===== src/cpr_pkg.sv =====
package cpr_pkg;
   // Reset values
   localparam logic [15:0] CPR_SP_RST = 16'h00FF;
   localparam logic [7:0] CPR_H_RST = 8'h00;
   localparam logic [7:0] CPR_FLAGS_RST = 8'h68;
   // Reset vector location (high byte first, then low byte)
   localparam logic [15:0] CPR_VEC_ADDR = 16'hFFFE;
   // Condition flags bit positions
   localparam int CPR_FB_V = 7;
   localparam int CPR_FB_H = 4;
   localparam int CPR_FB_I = 3;
   localparam int CPR_FB_N = 2;
   localparam int CPR_FB_Z = 1;
   localparam int CPR_FB_C = 0;
   // Bits that always read as one
   localparam logic [7:0] CPR_FLAGS_ONES = 8'h60;
   // Upper address byte implied for direct page accesses
   localparam logic [7:0] CPR_DIR_PAGE = 8'h00;

   // Operations issued by the sequencer, one per cycle
   typedef enum logic [4:0] {
      CPR_OP_NOP, CPR_OP_LDA, CPR_OP_LDX, CPR_OP_LDHX, CPR_OP_TAX, CPR_OP_TXA,
      CPR_OP_CLRX, CPR_OP_INCX, CPR_OP_DECX, CPR_OP_COMX, CPR_OP_NEGX,
      CPR_OP_LSLX, CPR_OP_LSRX, CPR_OP_ROLX, CPR_OP_RORX,
      CPR_OP_SP_ADJ, CPR_OP_SP_LOW, CPR_OP_PUSH, CPR_OP_PULL,
      CPR_OP_JUMP, CPR_OP_BRANCH, CPR_OP_INT_ENTER, CPR_OP_MASK_CLR, CPR_OP_SEI,
      CPR_OP_FLAGS, CPR_OP_DIR, CPR_OP_IDX
   } cpr_op_e;

   // Register that a push reads or a pull writes
   typedef enum logic [2:0] {
      CPR_SEL_ACC, CPR_SEL_X, CPR_SEL_H, CPR_SEL_FLAGS, CPR_SEL_PCL, CPR_SEL_PCH
   } cpr_sel_e;
endpackage


===== src/cpr_stk_if.sv =====
interface cpr_stk_if;
   import cpr_pkg::*;
   logic push; // Byte pushed this cycle
   logic pull; // Byte pulled this cycle
   logic adj; // Add signed immediate
   logic low_rst; // Reset low byte only
   logic [7:0] imm; // Signed immediate
   logic [15:0] sp; // Current stack pointer
   logic [15:0] addr; // Address of this cycle's stack access
   modport ctl (output push, output pull, output adj, output low_rst, output imm,
                input sp, input addr);
   modport unit (input push, input pull, input adj, input low_rst, input imm,
                 output sp, output addr);
endinterface


===== src/cpr_stack.sv =====
module cpr_stack
   import cpr_pkg::*;
(
   input wire logic sys_clk,
   input wire logic rstn,
   cpr_stk_if.unit stk
);
   logic [15:0] sp_q; // Stack pointer
   logic [15:0] sp_d; // Next stack pointer
   logic [15:0] sp_inc; // Pointer plus one
   logic [15:0] sext_imm; // Sign-extended immediate

   assign sp_inc = sp_q + 16'h0001;
   assign sext_imm = {{8{stk.imm[7]}}, stk.imm}; // RULE_07
   // Push writes the free slot; pull reads the slot above it
   assign stk.addr = stk.pull ? sp_inc : sp_q; // RULE_05
   assign stk.sp = sp_q;

   // Pointer update selection
   always_comb
   begin
      sp_d = sp_q;
      if (stk.push)
         sp_d = sp_q - 16'h0001; // RULE_19
      else if (stk.pull)
         sp_d = sp_inc; // RULE_19
      else if (stk.adj)
         sp_d = sp_q + sext_imm; // RULE_07
      else if (stk.low_rst)
         sp_d = {sp_q[15:8], CPR_SP_RST[7:0]}; // RULE_08
   end

   // Stack pointer register
   always_ff @(posedge sys_clk)
   begin
      if (!rstn)
         sp_q <= CPR_SP_RST; // RULE_06
      else
         sp_q <= sp_d;
   end
endmodule


===== src/cpr_regs.sv =====
// Functional notes
// (RULE_01) 8-bit accumulator, untouched by reset
// (RULE_02) Index pair H:X used as 16 bits
// (RULE_03) Reset clears H, keeps X
// (RULE_04) X supports unary ops and transfers
// (RULE_05) Stack pointer addresses next free location
// (RULE_06) Reset loads stack pointer with 00FF
// (RULE_07) Adjust adds sign-extended immediate to pointer
// (RULE_08) Low reset op changes low byte only
// (RULE_09) Calls and interrupts push return state
// (RULE_10) Program counter increments on every fetch
// (RULE_11) Change-of-flow loads program counter instead
// (RULE_12) Reset loads program counter from vector
// (RULE_13) Flags bits 6 and 5 read one
// (RULE_14) Registers are not memory mapped
// (RULE_15) Direct addressing uses page zero only
// (RULE_16) Flags layout V,-,-,H,I,N,Z,C
// (RULE_17) Interrupt entry sets mask after stacking
// (RULE_18) No interrupt right after mask clear
// (RULE_19) Push decrements after, pull increments before
module cpr_regs
   import cpr_pkg::*;
(
   input wire logic sys_clk,
   input wire logic rstn,
   input wire cpr_op_e op,
   input wire cpr_sel_e sel,
   input wire logic [15:0] din,
   input wire logic [15:0] reset_vector,
   input wire logic [7:0] flags_in,
   input wire logic fetch,
   input wire logic instr_end,
   output logic [7:0] acc_q,
   output logic [7:0] h_q,
   output logic [7:0] x_q,
   output logic [15:0] sp_q,
   output logic [15:0] pc_q,
   output logic [7:0] flags_q,
   output logic [15:0] ea_q,
   output logic [15:0] mem_addr_q,
   output logic [7:0] mem_wdata_q,
   output logic mem_we_q,
   output logic int_allow_q
);
   cpr_stk_if stk ();

   // Unary X operation: returns carry out and result
   function automatic logic [8:0] x_unary(cpr_op_e o, logic [7:0] x, logic c);
      logic [8:0] r;
      r = {c, x};
      unique case (o)
         CPR_OP_CLRX: r = {c, 8'h00};
         CPR_OP_INCX: r = {c, x + 8'h01};
         CPR_OP_DECX: r = {c, x - 8'h01};
         CPR_OP_COMX: r = {1'b1, ~x};
         CPR_OP_NEGX: r = {(x != 8'h00), 8'h00 - x};
         CPR_OP_LSLX: r = {x[7], x[6:0], 1'b0};
         CPR_OP_LSRX: r = {x[0], 1'b0, x[7:1]};
         CPR_OP_ROLX: r = {x[7], x[6:0], c};
         CPR_OP_RORX: r = {x[0], c, x[7:1]};
         default: r = {c, x};
      endcase
      return r;
   endfunction

   logic inhibit_q; // Interrupt blocked until next boundary
   logic [7:0] x_d; // Next X
   logic [8:0] xu; // Unary result with carry
   logic x_unary_op; // Op is a unary X op
   logic [15:0] hx; // Full index value
   logic [15:0] pc_inc; // Sequential next address
   logic [15:0] pc_rel; // Branch target
   logic [7:0] push_byte; // Byte chosen for a push
   logic [7:0] flags_d; // Next flags
   logic [15:0] pc_d; // Next program counter
   logic mask_clr; // Op clears the interrupt mask

   assign hx = {h_q, x_q}; // RULE_02
   assign pc_inc = pc_q + 16'h0001;
   assign pc_rel = pc_q + {{8{din[7]}}, din[7:0]};
   assign x_unary_op = op inside {CPR_OP_CLRX, CPR_OP_INCX, CPR_OP_DECX, CPR_OP_COMX,
                                  CPR_OP_NEGX, CPR_OP_LSLX, CPR_OP_LSRX, CPR_OP_ROLX,
                                  CPR_OP_RORX};
   assign xu = x_unary(op, x_q, flags_q[CPR_FB_C]); // RULE_04
   assign mask_clr = (op == CPR_OP_MASK_CLR) ||
                     (op == CPR_OP_FLAGS && !din[CPR_FB_I] && flags_q[CPR_FB_I]);

   // Stack unit commands
   assign stk.push = (op == CPR_OP_PUSH); // RULE_09
   assign stk.pull = (op == CPR_OP_PULL);
   assign stk.adj = (op == CPR_OP_SP_ADJ); // RULE_07
   assign stk.low_rst = (op == CPR_OP_SP_LOW); // RULE_08
   assign stk.imm = din[7:0];
   assign sp_q = stk.sp;

   cpr_stack u_stack (
      .sys_clk(sys_clk),
      .rstn(rstn),
      .stk(stk)
   );

   // Byte source for pushes: return address or CPU registers
   always_comb
   begin
      unique case (sel)
         CPR_SEL_ACC: push_byte = acc_q;
         CPR_SEL_X: push_byte = x_q;
         CPR_SEL_H: push_byte = h_q;
         CPR_SEL_FLAGS: push_byte = flags_q;
         CPR_SEL_PCL: push_byte = pc_q[7:0];
         CPR_SEL_PCH: push_byte = pc_q[15:8];
         default: push_byte = 8'h00;
      endcase
   end

   // Next X value
   always_comb
   begin
      x_d = x_q;
      if (x_unary_op)
         x_d = xu[7:0]; // RULE_04
      else if (op == CPR_OP_LDX || op == CPR_OP_LDHX)
         x_d = din[7:0];
      else if (op == CPR_OP_TAX)
         x_d = acc_q; // RULE_04
      else if (op == CPR_OP_PULL && sel == CPR_SEL_X)
         x_d = din[7:0];
   end

   // Next program counter; change-of-flow beats sequential fetch
   always_comb
   begin
      pc_d = pc_q;
      if (op == CPR_OP_JUMP || op == CPR_OP_INT_ENTER)
         pc_d = din; // RULE_11
      else if (op == CPR_OP_BRANCH)
         pc_d = pc_rel; // RULE_11
      else if (op == CPR_OP_PULL && sel == CPR_SEL_PCL)
         pc_d = {pc_q[15:8], din[7:0]}; // RULE_11
      else if (op == CPR_OP_PULL && sel == CPR_SEL_PCH)
         pc_d = {din[7:0], pc_q[7:0]};
      else if (fetch)
         pc_d = pc_inc; // RULE_10
   end

   // Next flags; fixed ones always forced
   always_comb
   begin
      flags_d = flags_q;
      if (op == CPR_OP_FLAGS || (op == CPR_OP_PULL && sel == CPR_SEL_FLAGS))
         flags_d = din[7:0]; // RULE_16
      else if (op == CPR_OP_LDA || op == CPR_OP_TXA)
      begin
         // ALU results never touch the mask, so no unguarded clear
         flags_d = flags_in;
         flags_d[CPR_FB_I] = flags_q[CPR_FB_I]; // RULE_18
      end
      else if (x_unary_op)
      begin
         flags_d[CPR_FB_C] = xu[8];
         flags_d[CPR_FB_N] = xu[7];
         flags_d[CPR_FB_Z] = (xu[7:0] == 8'h00);
      end
      else if (op == CPR_OP_MASK_CLR)
         flags_d[CPR_FB_I] = 1'b0;
      else if (op == CPR_OP_SEI || op == CPR_OP_INT_ENTER)
         flags_d[CPR_FB_I] = 1'b1; // RULE_17
      flags_d = flags_d | CPR_FLAGS_ONES; // RULE_13
   end

   // Accumulator and X carry no reset; ops are ignored while reset is held
   always_ff @(posedge sys_clk)
   begin
      if (rstn)
      begin
         if (op == CPR_OP_LDA || (op == CPR_OP_PULL && sel == CPR_SEL_ACC))
            acc_q <= din[7:0]; // RULE_01
         else if (op == CPR_OP_TXA)
            acc_q <= x_q;
         x_q <= x_d; // RULE_03
      end
   end

   // H register
   always_ff @(posedge sys_clk)
   begin
      if (!rstn)
         h_q <= CPR_H_RST; // RULE_03
      else if (op == CPR_OP_LDHX || (op == CPR_OP_PULL && sel == CPR_SEL_H))
         h_q <= (op == CPR_OP_LDHX) ? din[15:8] : din[7:0];
   end

   // Program counter, flags and interrupt gate
   always_ff @(posedge sys_clk)
   begin
      if (!rstn)
      begin
         pc_q <= reset_vector; // RULE_12
         flags_q <= CPR_FLAGS_RST;
         inhibit_q <= 1'b0;
         int_allow_q <= 1'b0;
      end
      else
      begin
         pc_q <= pc_d;
         flags_q <= flags_d;
         inhibit_q <= mask_clr ? 1'b1 : (instr_end ? 1'b0 : inhibit_q); // RULE_18
         int_allow_q <= !flags_d[CPR_FB_I] && !mask_clr &&
                        !(inhibit_q && !instr_end); // RULE_18
      end
   end

   // Effective address and memory side; registers never appear on it
   always_ff @(posedge sys_clk)
   begin
      if (!rstn)
      begin
         ea_q <= 16'h0000;
         mem_addr_q <= CPR_VEC_ADDR; // RULE_12
         mem_wdata_q <= 8'h00;
         mem_we_q <= 1'b0;
      end
      else
      begin
         if (op == CPR_OP_DIR)
            ea_q <= {CPR_DIR_PAGE, din[7:0]}; // RULE_15
         else if (op == CPR_OP_IDX)
            ea_q <= hx + din; // RULE_02
         mem_addr_q <= (stk.push || stk.pull) ? stk.addr : ea_q; // RULE_14
         mem_wdata_q <= push_byte; // RULE_09
         mem_we_q <= stk.push; // RULE_09
      end
   end
endmodule


===== config.mk =====
export PLATFORM = sky130hd
export DESIGN_NAME = cpr_regs
export DESIGN_NICKNAME = d
export VERILOG_FILES = /design/src/cpr_pkg.sv /design/src/cpr_stk_if.sv /design/src/cpr_stack.sv /design/src/cpr_regs.sv
export SDC_FILE = /design/constraint.sdc
export NUM_CORES = 1
export LEC_CHECK = 0
export BUFFER_PORTS_ARGS = -buffer_cell sky130_fd_sc_hd__buf_2
export CORE_MARGIN = 1
export CORE_UTILIZATION = 56
export CTS_CLUSTER_SIZE = 24
export DETAILED_ROUTE_END_ITERATION = 8
export GPL_TIMING_DRIVEN = 0
export HOLD_SLACK_MARGIN = 0.03
export PLACE_DENSITY = 0.8
export SLEW_MARGIN = 10
export SYNTH_ARGS = -nofsm -noshare
export SYNTH_HDL_FRONTEND = slang
export SYNTH_SLANG_ARGS = --single-unit

===== constraint.sdc =====
create_clock -name sys_clk -period 3.1 [get_ports sys_clk]
set_input_delay 0.155 -clock sys_clk [delete_from_list [all_inputs] [get_ports sys_clk]]
set_output_delay 0.155 -clock sys_clk [all_outputs]
set_load 0.05 [all_outputs]

### After elaboration in Yosys (flattened, before gate mapping)

Cells that the tools add are included.

| storage, ports and cells | value |
|---|---|
| bits in registers | 107 |
| output and inout bits | 106 |
| word-level logic and storage cells | 144 |

| cells by class | value |
|---|---|
| add/subtract/negate cells | 9 |
| eq/ne operators | 38 |
| mux-type cells | 32 |
| bitwise gates (word level) | 2 |
| reductions and logical operators | 44 |

Operators by type and width:

| kind | number |
|---|---|
| $mux 16 | 11 |
| $mux 8 | 11 |
| $pmux 9 s9 | 1 |
| $eq 5x5->1 const B | 11 |
| $add 16x16->16 | 3 |
| $pmux 8 s6 | 1 |
| $eq 5x4->1 const B | 8 |
| $add 16x1->16 const B | 2 |
| $eq 5x3->1 const B | 4 |
| $reduce_bool 8->1 | 2 |
| $sub 16x1->16 const B | 1 |
| $logic_and 1x1->1 | 11 |
| $eq 5x2->1 const B | 2 |
| $ne 5x1->1 const B | 2 |
| $logic_or 1x1->1 | 9 |
| $ne 3x1->1 const B | 3 |
| $reduce_bool 9->1 | 1 |
| $add 8x1->8 const B | 1 |
| $logic_not 8->1 | 1 |
| $mux 4 | 2 |
| $not 8->8 | 1 |
| $reduce_and 2->1 | 4 |
| $reduce_bool 2->1 | 4 |
| $reduce_bool 4->1 | 2 |
| other kinds (16) | 27 |

### Longest topological paths before layout

Gate-level depths: netlist (run 1).

| logic depth | value |
|---|---|
| depth in word-level cells | 10 |
| mapped depth | 13 |

### By module

Synthesis (run 1) repeated with hierarchy kept, for this count alone.

| unflattened totals | value |
|---|---|
| cell total of the unflattened synthesis | 1,196 |
| area, all modules | 9,206.3 um2 |

By module, submodules not included:

| module | instances | cells an instance | area an instance (um2) |
|---|---|---|---|
| cpr_regs | 1 | 870 | 6,896.6 |
| cpr_stack | 1 | 326 | 2,309.7 |

### Worst setup path before layout (run 1)

OpenSTA, ideal clock, no wires.

| timing | value |
|---|---|
| kind | register to register |
| start | register u_stack.sp_q[3], in the netlist u_stack.stk.sp[3] |
| end | register u_stack.sp_q[15], in the netlist u_stack.stk.sp[15] |
| arrival time | 2.780 ns |
| path slack | 0.184 ns |
| stages on the path, launching flop included | 10 |
| period minus slack after synthesis | 2.916 ns |
| cell sequence | dfxtp_1 ha_1 and3_1 a2111oi_2 nor4b_1 o31ai_1 a21oi_1 a2111oi_0 a41o_1 a211oi_2 |

| on the way | value |
|---|---|
| longest elaborated chain between the ends | 4 |
| elaborated cells between the ends (all ways) | 6 |
| classes of those cells | add/sub (3); mux (3) |

RTL lines:

| what | line | source |
|---|---|---|
| start, declared | cpr_stack.sv:8 | `logic [15:0] sp_q;` |
| start signal, assigned | cpr_stack.sv:39 | `sp_q <= sp_d;` |
| $add 16x16->16 | cpr_stack.sv:28 | `sp_d = sp_q + sext_imm;` |
| $mux 16 | cpr_stack.sv:27 | `else if (stk.adj)` |
| $mux 16 | cpr_stack.sv:25 | `else if (stk.pull)` |
| $mux 16 * | cpr_stack.sv:23 | `if (stk.push)` |

Every way passes the cells marked *; elsewhere a longest branch is shown, timed or not. The select of a mux whose other input is x is not followed.
A chain may end at the register's enable or synchronous reset.

### Worst setup path after layout (run 1)

| timing | value |
|---|---|
| start | register u_stack.sp_q[0], in the netlist u_stack.stk.sp[0] |
| end | register u_stack.sp_q[14], in the netlist u_stack.stk.sp[14] |

Same word-level chain as after synthesis.

==> reports/results.tsv, run 1 <==
stage	metric	value	unit
route	via_count	10081	
pwr	power_density	439	mW/mm^2
logic_synthesis	synth-seq-area-share	27.0	%
cts	root_buffer	clkbuf_16	
cts	cts_inserted_buffers	9	
global_routing	grt_usage	38.9	%
layout	design_area	0.0104	mm^2
floorplanning	pin_count	158	
place	place.port_buffers	147	
timing	period_share	96.0	%
global_routing	grt_pass1_vias	8910	
logic_synthesis	synth-compound-area-share	26.8	%
layout	final_util	67.3	%
place	dp_hpwl	23600	um
layout	antennaDiodeCount	0	
logic_synthesis	synth_fa_ha_area_share	8.06	%
timing	timing.final.hold_violations	0	
cts	clkTransAtPathRegs	0.08	ns
setup_path	crit_start	u_stack.stk.sp[0]	
route	avgViaCountPerCell	6.64	
cts	clock_sink_count	105	
route	post-route-drc-count	0	
logic_synthesis	synth-simple-area-share	21.7	%
setup_path	r2r_slack	0.12	ns
route	firstDrtPassIters	6	
timing	period_minus_slack	2.98	ns
logic_synthesis	synthXorXnorAreaFrac	6.25	%
layout	nets	1410	
setup_path	criticalPathCategory	flip-flop to flip-flop	
global_routing	antenna_found_initial	1	
cts	clkLatencyLatePin	0.37	ns
min_path	hp-class	input port to flip-flop	
floorplanning	die_area	0.0165	mm^2
cts	cts_tree	built	
layout	layout_common_cells	buf_2 (161), nor2_1 (142), nand2_1 (106), a21oi_1 (95), dfxtp_1 (71)	
layout	layout_commonest_cell	buf_2	
pwr	peakVddDrop	0.000299	V
logic_synthesis	muxShareOfSynthArea	5.40	%
global_routing	grt_overflow	0	
route	drt-initial-drc-count	1413	
floorplanning	start_util	58.1	%
timing	relSlewSlack	19.8	%
logic_synthesis	synth_cells	1142	
place	gp_congestion	1.01	
logic_synthesis	syn-cell-area	0.00897	mm^2
timing	worst-slew-pin-transition	1.19	ns
setup_path	crit_fanout	4	
timing	setup_viol	0	
logic_synthesis	synth_top_family_by_area	compound AO/OA/AOI/OAI gates	
floorplanning	die_w	129	um
floorplanning	core_area	0.0154	mm^2
timing	fin_skew	0.0115	ns
setup_path	critical_path_arrival	3.24	ns
route	detail_route.wl_per_cell	21.1	um
run	max-cap-violations	0	
logic_synthesis	synth-main-ff-cell	dfxtp_1	
setup_path	cp-start-kind	flip-flop	
setup_path	critPathCaptureType	flip-flop	
setup_path	worstPathRequired	3.36	ns
layout	drive_gt1_share	17.4	%
setup_path	r2r-start	u_stack.stk.sp[0]	
route	finalWirelength	32000	um
timing	maxSlewViolCount	0	
floorplanning	die_h	129	um
place	place_area	0.00997	mm^2
layout	multi_input_area	0.00615	mm^2
floorplanning	num_rows	45	
status	status	finished, final reports clean	
cts	cts_max_level	3	
logic_synthesis	async_flop_share	0	%
setup_path	worstRegToRegCells	10	
logic_synthesis	avgSynthCellArea	7.85	um^2
setup_path	timing.rr.end	u_stack.stk.sp[14]	
logic_synthesis	synth_edf_count	32	
layout	layout.area.seq	0.00242	mm^2
timing	max_freq	0.336	GHz
setup_path	crit_path_end	u_stack.stk.sp[14]	
cts	clk_path_buf_depth	2	
layout	fillers	1381	
pwr	leakage	4.29	nW
logic_synthesis	ys_ff_latch	105	
logic_synthesis	yosysUniqueCellTypes	89	
global_routing	grt_pass1_wl	49300	um
global_routing	grt_max_degree	19	
logic_synthesis	ys.warnings.count	0	
route	antenna_left	0	
layout	syn2layout_area_growth	15.8	%
## synth_stat cells, drive strengths merged, types with 17 or more instances
library cell | number | area, um^2
nor3 | 27 | 161
xnor2 | 34 | 298
xor2 | 30 | 263
buf | 23 | 126
a31oi | 20 | 125
nand2 | 107 | 404
mux2i | 27 | 270
a221oi | 23 | 201
or3 | 18 | 123
a211oi | 25 | 193
edfxtp | 32 | 961
ha | 53 | 663
nor2 | 143 | 539
nand3 | 35 | 175
inv | 30 | 113
a21oi | 95 | 475
clkbuf | 49 | 186
o211ai | 17 | 128
dfxtp | 73 | 1460
o21ai | 75 | 375
## worst max-delay path, stage by stage (launching register included)
cell and delay (ns):
dfxtp_1 0.35, ha_1 0.23, fa_1 0.42, a21o_1 0.23, a221oi_2 0.35, o21ba_2 0.22
o21ai_1 0.11, a311oi_1 0.39, mux2i_1 0.23, a21oi_1 0.08, o221a_2 0.25
## worst min path at each step
| stage | startpoint | to | depth (start not counted) | slack (ns) |
|---|---|---|---|---|
| floorplan | din[4] | flags_q[4] | 2 | 0.29 |
| CTS | reset_vector[10] | pc_q[10] | 2 | 0.07 |
| finish | reset_vector[10] | pc_q[10] | 2 | 0.08 |
| detailed placement | reset_vector[10] | pc_q[10] | 2 | 0.45 |
| global route | reset_vector[10] | pc_q[10] | 2 | 0.08 |
| global placement | reset_vector[10] | pc_q[10] | 2 | 0.45 |
## registers in the layout, indices dropped and copies added, names as in the netlist
name            count
mem_wdata_q         8
pc_q               16
x_q                 8
inhibit_q           1
h_q                 8
int_allow_q         1
mem_addr_q         16
flags_q             6
u_stack.stk.sp     16
acc_q               8
mem_we_q            1
ea_q               16
## kinds of logic after synthesis
kind of cell             Yosys count
adder cells (fa/ha/maj)           56
AND/OR/NAND/NOR                  405
AO/OA/AOI/OAI                    366
flip-flops                       105
buffers and inverters            102
XOR/XNOR                          64
other                              1
multiplexers                      43
## final cells by class
cell class                 instances  share of cell area [%]
multi-input combinational        936                    59.2
sequential                       105                    23.4
timing repair buffer             148                    7.16
buffer                            72                    3.02
tap                              211                    2.54
clock buffer                       9                    2.17
clock inverter                     7                    1.43
inverter                          30                    1.08
## stage by stage
stage	power [W]	hold slack [ns]	TNS, ns	setup WS [ns]	std cells
global route	0.00472	0.0810	-0.0299	-0.0299	1518
detailed placement	0.00306	0.451	0	0.0279	1501
global placement	0.00304	0.451	0	0.0793	1501
finish	0.00456	0.0757	0	0.124	1518
CTS	0.00450	0.0712	0	0.0482	1517
floorplan	0.00268	0.294	0	0.184	1143
## report_power, final
group          total, W  internal [W]  switching (W)  leakage [nW]
Clock           0.00146      0.000882       0.000581         0.182
Combinational   0.00147      0.000498       0.000972          3.20
Sequential      0.00162       0.00151       0.000117         0.905
## what timing repair did
| item | in CTS | in global routing |
|---|---|---|
| setup buffers | 0 | 1 |
| gates resized for setup | 1 | 7 |
| hold buffers | 0 | 0 |
| endpoints found under the setup margin | 1 | 7 |
## metal layers
metal,track usage (%),wire (um),vias up
li1,-,-,4569
met1,52.8,12800,4655
met2,57.7,13500,715
met3,7.36,3830,142
met4,22.4,1870,0
met5,0,0,-
Power figures use the tool's default switching activity.
==> inputs of run 2 (changes only) <==
--- a/config.mk
+++ b/config.mk
@@ -6,12 +6,14 @@
 export NUM_CORES = 1
 export LEC_CHECK = 0
 export BUFFER_PORTS_ARGS = -buffer_cell sky130_fd_sc_hd__buf_2
+export CAP_MARGIN = 20
 export CORE_MARGIN = 1
 export CORE_UTILIZATION = 56
 export CTS_CLUSTER_SIZE = 24
 export DETAILED_ROUTE_END_ITERATION = 8
 export GPL_TIMING_DRIVEN = 0
 export HOLD_SLACK_MARGIN = 0.03
+export MAX_ROUTING_LAYER = met4
 export PLACE_DENSITY = 0.8
 export SLEW_MARGIN = 10
 export SYNTH_ARGS = -nofsm -noshare
==> run 2 against run 1 <==
Global-route usage increased by 2.9 points. Combinational power about the same. Count of clock-buffer cells in the layout increased by 2. Via count decreased by 0.20%. Clock skew decreased by 0.00080 ns. Flip-flop and latch count unchanged. Final cell count unchanged. Maximum frequency decreased by 0.87%. Worst setup slack got worse by 0.026 ns. Die area unchanged. Non-clock buffer count unchanged. Critical path type unchanged. Highest routed layer unchanged.
==> reports/results.tsv, run 2 (synthesis gave the netlist of run 1 again) <==
stage	metric	value	unit	change
status	status	finished, final reports clean		
route	via_count	10061		-0.20%
cts	hold_buffers	0		unchanged
timing	whs	0.0764	ns	+0.000728 ns
run	max-cap-violations	0		unchanged
cts	clkLatencyLatePin	0.37	ns	about the same
route	wl_met3	3910	um	+2.1%
route	drt-initial-drc-count	1301		-7.9%
timing	layout_setup_ws	0.0981	ns	-0.0260 ns
place	placed_cells	1501		unchanged
global_routing	grt_pass1_vias	8969		+0.66%
place	dp_hpwl	24300	um	+3.1%
cts	cts_max_level	3		unchanged
place	dp_slack	0.00751	ns	-0.0204 ns
pwr	peakVddDrop	0.000327	V	+9.5%
setup_path	cp-start-kind	flip-flop		
layout	nets	1410		unchanged
timing	maxSlewViolCount	0		unchanged
floorplanning	num_rows	45		unchanged
setup_path	criticalPathCategory	flip-flop to flip-flop		
global_routing	grt_usage	41.7	%	+2.9 points
place	place.port_buffers	147		unchanged
global_routing	antenna_found_initial	0		-1
layout	layout_common_cells	buf_2 (161), nor2_1 (142), nand2_1 (106), a21oi_1 (95), dfxtp_1 (71)		
global_routing	grt_max_degree	19		unchanged
floorplanning	die_w	129	um	unchanged
layout	layout_commonest_cell	buf_2		
route	post-route-drc-count	0		unchanged
route	detail_route.wl_per_cell	21.8	um	+3.6%
layout	final_util	66.8	%	-0.47 points
route	avgViaCountPerCell	6.63		-0.20%
cts	clock_sink_count	105		unchanged
layout	drive_gt1_share	17.7	%	+0.31 points
global_routing	grt_overflow	0		unchanged
pwr	leakage	4.24	nW	-0.95%
timing	tns	0	ns	unchanged
layout	antennaDiodeCount	0		unchanged
timing	timing.final.hold_violations	0		unchanged
floorplanning	die_h	129	um	unchanged
layout	syn2layout_area_growth	15.0	%	
pwr	power_density	415	mW/mm^2	-5.5%
timing	rsz0062_at_grt	no		
cts	root_buffer	clkbuf_16		
setup_path	crit_fanout	7		+3
setup_path	critPathCaptureType	flip-flop		
global_routing	grt_pass1_wl	50800	um	+3.1%
route	met2WireLength	14200	um	+5.2%
timing	fin_skew	0.0107	ns	-0.000797 ns
setup_path	critical_path_arrival	3.19	ns	-0.05 ns
timing	worst-slew-pin-transition	1.09	ns	-0.101 ns
cts	clkTransAtPathRegs	0.07	ns	about the same
timing	relSlewSlack	27.0	%	+7.2 points
route	finalWirelength	33100	um	+3.6%
floorplanning	pin_count	158		unchanged
route	wl_met1	13600	um	+6.4%
cts	cts_tree	built		
route	top_layer	met4		
cts	cts_inserted_buffers	9		unchanged
timing	period_share	96.8	%	+0.84 points
setup_path	worstPathRequired	3.29	ns	-0.07 ns
route	antenna_left	0		unchanged
floorplanning	core_area	0.0154	mm^2	unchanged
timing	setup_viol	0		unchanged
floorplanning	die_area	0.0165	mm^2	unchanged
floorplanning	start_util	58.1	%	unchanged
cts	clk_path_buf_depth	2		unchanged
timing	max_freq	0.333	GHz	-0.87%
min_path	hp-class	input port to flip-flop		
place	gp_congestion	1.00		-0.71%
timing	period_minus_slack	3.00	ns	+0.0260 ns
layout	final_cells	1518		unchanged
route	firstDrtPassIters	7		+1
-- run 2: final timing paths --
check                                       from            end  slack [ns]  cells past startpoint
worst max-delay path                     pc_q[0]       pc_q[12]         0.1                     10
worst min-delay path            reset_vector[10]       pc_q[10]        0.08                      2
worst max register to register           pc_q[0]       pc_q[12]         0.1                     10
worst min register to register           ea_q[1]  mem_addr_q[1]        0.47                      2
-- run 2: layout make-up --
class	count	area, um^2
multi-input cells	936	6160
fillers	1402	5120
flip-flops and latches	105	2420
repair buffers	148	743
plain buffers	72	314
well taps	211	264
clock buffers	11	253
inverters	30	113
clock inverters	5	38.8
-- run 2: what timing repair did --
| item | in CTS | in global routing |
|---|---|---|
| gates resized for setup | 1 | 10 |
| endpoints found under the setup margin | 1 | 6 |
| buffers inserted | 0 | 1 |
| pin swaps | 0 | 5 |
-- run 2: per-layer routing --
layer / up-vias / GRT usage (%)
met3: 122 / 7.36
met1: 4682 / 56.6
met2: 688 / 60.8
met4: 0 / 17.8
met5: - / -
li1: 4569 / -
-- run 2: power breakdown --
| part | leakage, nW | internal (W) | switching (W) |
|---|---|---|---|
| registers | 0.905 | 0.00151 | 0.000119 |
| clock network | 0.142 | 0.000594 | 0.000570 |
| logic | 3.20 | 0.000502 | 0.000984 |
-- run 2: worst max-delay path, stage by stage (launching register included) --
cell	delay (ns)
edfxtp_1	0.52
ha_2	0.25
inv_1	0.07
fa_2	0.22
nor2b_2	0.05
o31a_1	0.36
o31a_1	0.39
o2111ai_2	0.23
a21boi_2	0.11
or3_1	0.35
a221oi_1	0.27
-- run 2: per-stage QoR --
step           instance area [um^2]  total power, W
6_report                      10300         0.00428
3_3_place_gp                   9970         0.00306
4_1_cts                       10300         0.00422
2_1_floorplan                  8970         0.00268
3_5_place_dp                   9970         0.00308
5_1_grt                       10300         0.00444
==> inputs of run 3 (changes only) <==
--- a/config.mk
+++ b/config.mk
@@ -14,7 +14,7 @@
 export GPL_TIMING_DRIVEN = 0
 export HOLD_SLACK_MARGIN = 0.03
 export MAX_ROUTING_LAYER = met4
-export PLACE_DENSITY = 0.8
+export PLACE_DENSITY_LB_ADDON = 0.25
 export SLEW_MARGIN = 10
 export SYNTH_ARGS = -nofsm -noshare
 export SYNTH_HDL_FRONTEND = slang
==> run 3 against run 2 <==
Maximum frequency is 0.19% lower. Power down 1.3%. Global-route usage shrank 0.73 points. Clock skew about the same. Via count down 1.2%. Utilization about the same. Sequential power barely moved. Largest cell class unchanged. Largest power group unchanged. Highest routed layer unchanged.
==> reports/results.tsv, run 3 (synthesis gave the netlist of run 1 again) <==
stage	metric	value	unit	change
setup_path	path_buf_inv	1		unchanged
global_routing	grt_pass1_vias	8971		+0.022%
global_routing	grt_max_degree	19		unchanged
floorplanning	pin_count	158		unchanged
timing	maxSlewViolCount	0		unchanged
cts	cts_tree	built		
setup_path	crit_family	compound AO/OA/AOI/OAI gates		
place	place.port_buffers	147		unchanged
floorplanning	start_util	58.1	%	unchanged
layout	layout_commonest_cell	buf_2		
timing	setup_viol	0		unchanged
layout	nets	1412		+0.14%
setup_path	crit_fanout	7		unchanged
setup_path	crit_cells	10		unchanged
pwr	peakVddDrop	0.000318	V	-2.7%
floorplanning	core_area	0.0154	mm^2	unchanged
cts	clkTransAtPathRegs	0.08	ns	about the same
timing	whs	0.0814	ns	+0.00498 ns
floorplanning	die_h	129	um	unchanged
route	firstDrtPassIters	6		-1
setup_path	criticalPathCategory	flip-flop to flip-flop		
route	via_count	9937		-1.2%
setup_path	crit_start	pc_q[0]		
timing	relSlewSlack	26.9	%	-0.073 points
layout	fillers	1416		+1.0%
place	place_area	0.00998	mm^2	about the same
min_path	hp-class	input port to flip-flop		
timing	period_share	97.0	%	+0.19 points
place	placed_cells	1502		+0.067%
setup_path	worstRegToRegCells	10		unchanged
layout	design_area	0.0103	mm^2	about the same
setup_path	r2r-start	pc_q[0]		
setup_path	crit_chain	ha_1 -> inv_1 -> fa_1 -> nor2b_1 -> o31a_1 -> o31a_1 -> o2111ai_2 -> a21boi_2 -> or3_1 -> a221oi_2		
route	detail_route.wl_per_cell	21.4	um	-1.8%
setup_path	critPathCaptureType	flip-flop		
route	post-route-drc-count	0		unchanged
layout	syn2layout_area_growth	14.9	%	about the same
setup_path	crit_path_max_incr_delay	0.52	ns	about the same
setup_path	critical_path_arrival	3.19	ns	about the same
timing	tns	0	ns	unchanged
cts	cts_inserted_buffers	9		unchanged
floorplanning	num_rows	45		unchanged
setup_path	r2r_slack	0.09	ns	about the same
layout	antennaDiodeCount	0		unchanged
status	status	finished, final reports clean		
route	avgViaCountPerCell	6.54		-1.4%
pwr	leakage	4.23	nW	-0.26%
place	dp_hpwl	23900	um	-1.5%
global_routing	grt_pass1_wl	50000	um	-1.5%
pwr	power_density	409	mW/mm^2	-1.2%
cts	clkLatencyLatePin	0.37	ns	about the same
floorplanning	die_area	0.0165	mm^2	unchanged
setup_path	timing.rr.end	pc_q[12]		
route	finalWirelength	32600	um	-1.6%
setup_path	crit_path_end	pc_q[12]		
global_routing	grt_overflow	0		unchanged
global_routing	antenna_found_initial	0		unchanged
cts	hold_buffers	0		unchanged
layout	final_cells	1520		+0.13%
cts	root_buffer	clkbuf_16		
setup_path	critPathSlowestCell	edfxtp_1		
cts	clk_path_buf_depth	2		unchanged
run	max-cap-violations	0		unchanged
layout	final_util	66.8	%	about the same
setup_path	worstPathRequired	3.29	ns	about the same
layout	layout_common_cells	buf_2 (163), nor2_1 (142), nand2_1 (106), a21oi_1 (95), dfxtp_1 (72)		
cts	clock_sink_count	105		unchanged
timing	period_minus_slack	3.01	ns	+0.00586 ns
timing	timing.final.hold_violations	0		unchanged
timing	worst-slew-pin-transition	1.09	ns	-0.00219 ns
setup_path	cp-start-kind	flip-flop		
global_routing	grt_usage	41.0	%	-0.73 points
setup_path	crit_top_cell	o31a_1		
place	gp_congestion	0.979		-2.1%
route	drt-initial-drc-count	1325		+1.8%
layout	drive_gt1_share	17.4	%	-0.26 points
timing	max_freq	0.332	GHz	-0.19%
route	antenna_left	0		unchanged
cts	cts_max_level	3		unchanged
floorplanning	die_w	129	um	unchanged
timing	fin_skew	0.0110	ns	+0.000272 ns
==> run 3: cell count changes in the layout (fill, tap and decap cells not counted), moves of 2 or more <==
cell        delta
clkinvlp_4     +3
clkbuf_1       +2
clkinv_4       -2
clkbuf_8       -2
buf_2          +2
==> run 3: worst register-to-register path, cell delays in order, from the launching register on <==
cell and delay, ns:
edfxtp_1 0.52, ha_1 0.26, inv_1 0.07, fa_1 0.21, nor2b_1 0.07, o31a_1 0.30
o31a_1 0.38, o2111ai_2 0.25, a21boi_2 0.09, or3_1 0.39, a221oi_2 0.30
==> run 3: metal layers <==
layer	share of wire [%]	track usage, %	up-vias
li1	-	-	4571
met1	42	55.7	4601
met2	43	59.2	660
met3	11	8.27	105
met4	4.1	16.5	0
met5	0	-	-
==> run 3: what timing repair did <==
item / CTS / global route
setup buffers: 0 / 2
gates resized for setup: 0 / 9
endpoints found under the setup margin: 0 / 8
==> run 3: through the flow <==
step | power (W) | setup slack, ns
2_1_floorplan | 0.00268 | 0.184
3_3_place_gp | 0.00305 | 0.0238
3_5_place_dp | 0.00307 | 0.0236
4_1_cts | 0.00416 | 0.00132
5_1_grt | 0.00439 | -0.0563
6_report | 0.00422 | 0.0923
==> run 3: how the worst min path moves through the flow <==
stage	from	endpoint	slack (ns)	cells after the start
final	reset_vector[10]	pc_q[10]	0.08	2
after global placement	reset_vector[10]	pc_q[10]	0.44	2
after CTS	reset_vector[8]	pc_q[8]	0.08	2
after global routing	reset_vector[10]	pc_q[10]	0.08	2
after detailed placement	reset_vector[8]	pc_q[8]	0.45	2
after floorplan	din[4]	flags_q[4]	0.29	2
==> run 3: power breakdown <==
group | switching, W | internal, W
Combinational | 0.000972 | 0.000503
Sequential | 0.000119 | 0.00151
Clock | 0.000567 | 0.000552
==> run 3: cell type report <==
cell class                      count  area [um^2]  area share [%]
Tap cell                          211          264            2.56
Inverter                           30          113            1.09
Clock buffer                       11          233            2.26
Clock inverter                      5         41.3           0.401
Sequential cell                   105         2420            23.5
Multi-Input combinational cell    936         6160            59.8
Timing Repair Buffer              150          756            7.33
Buffer                             72          314            3.05
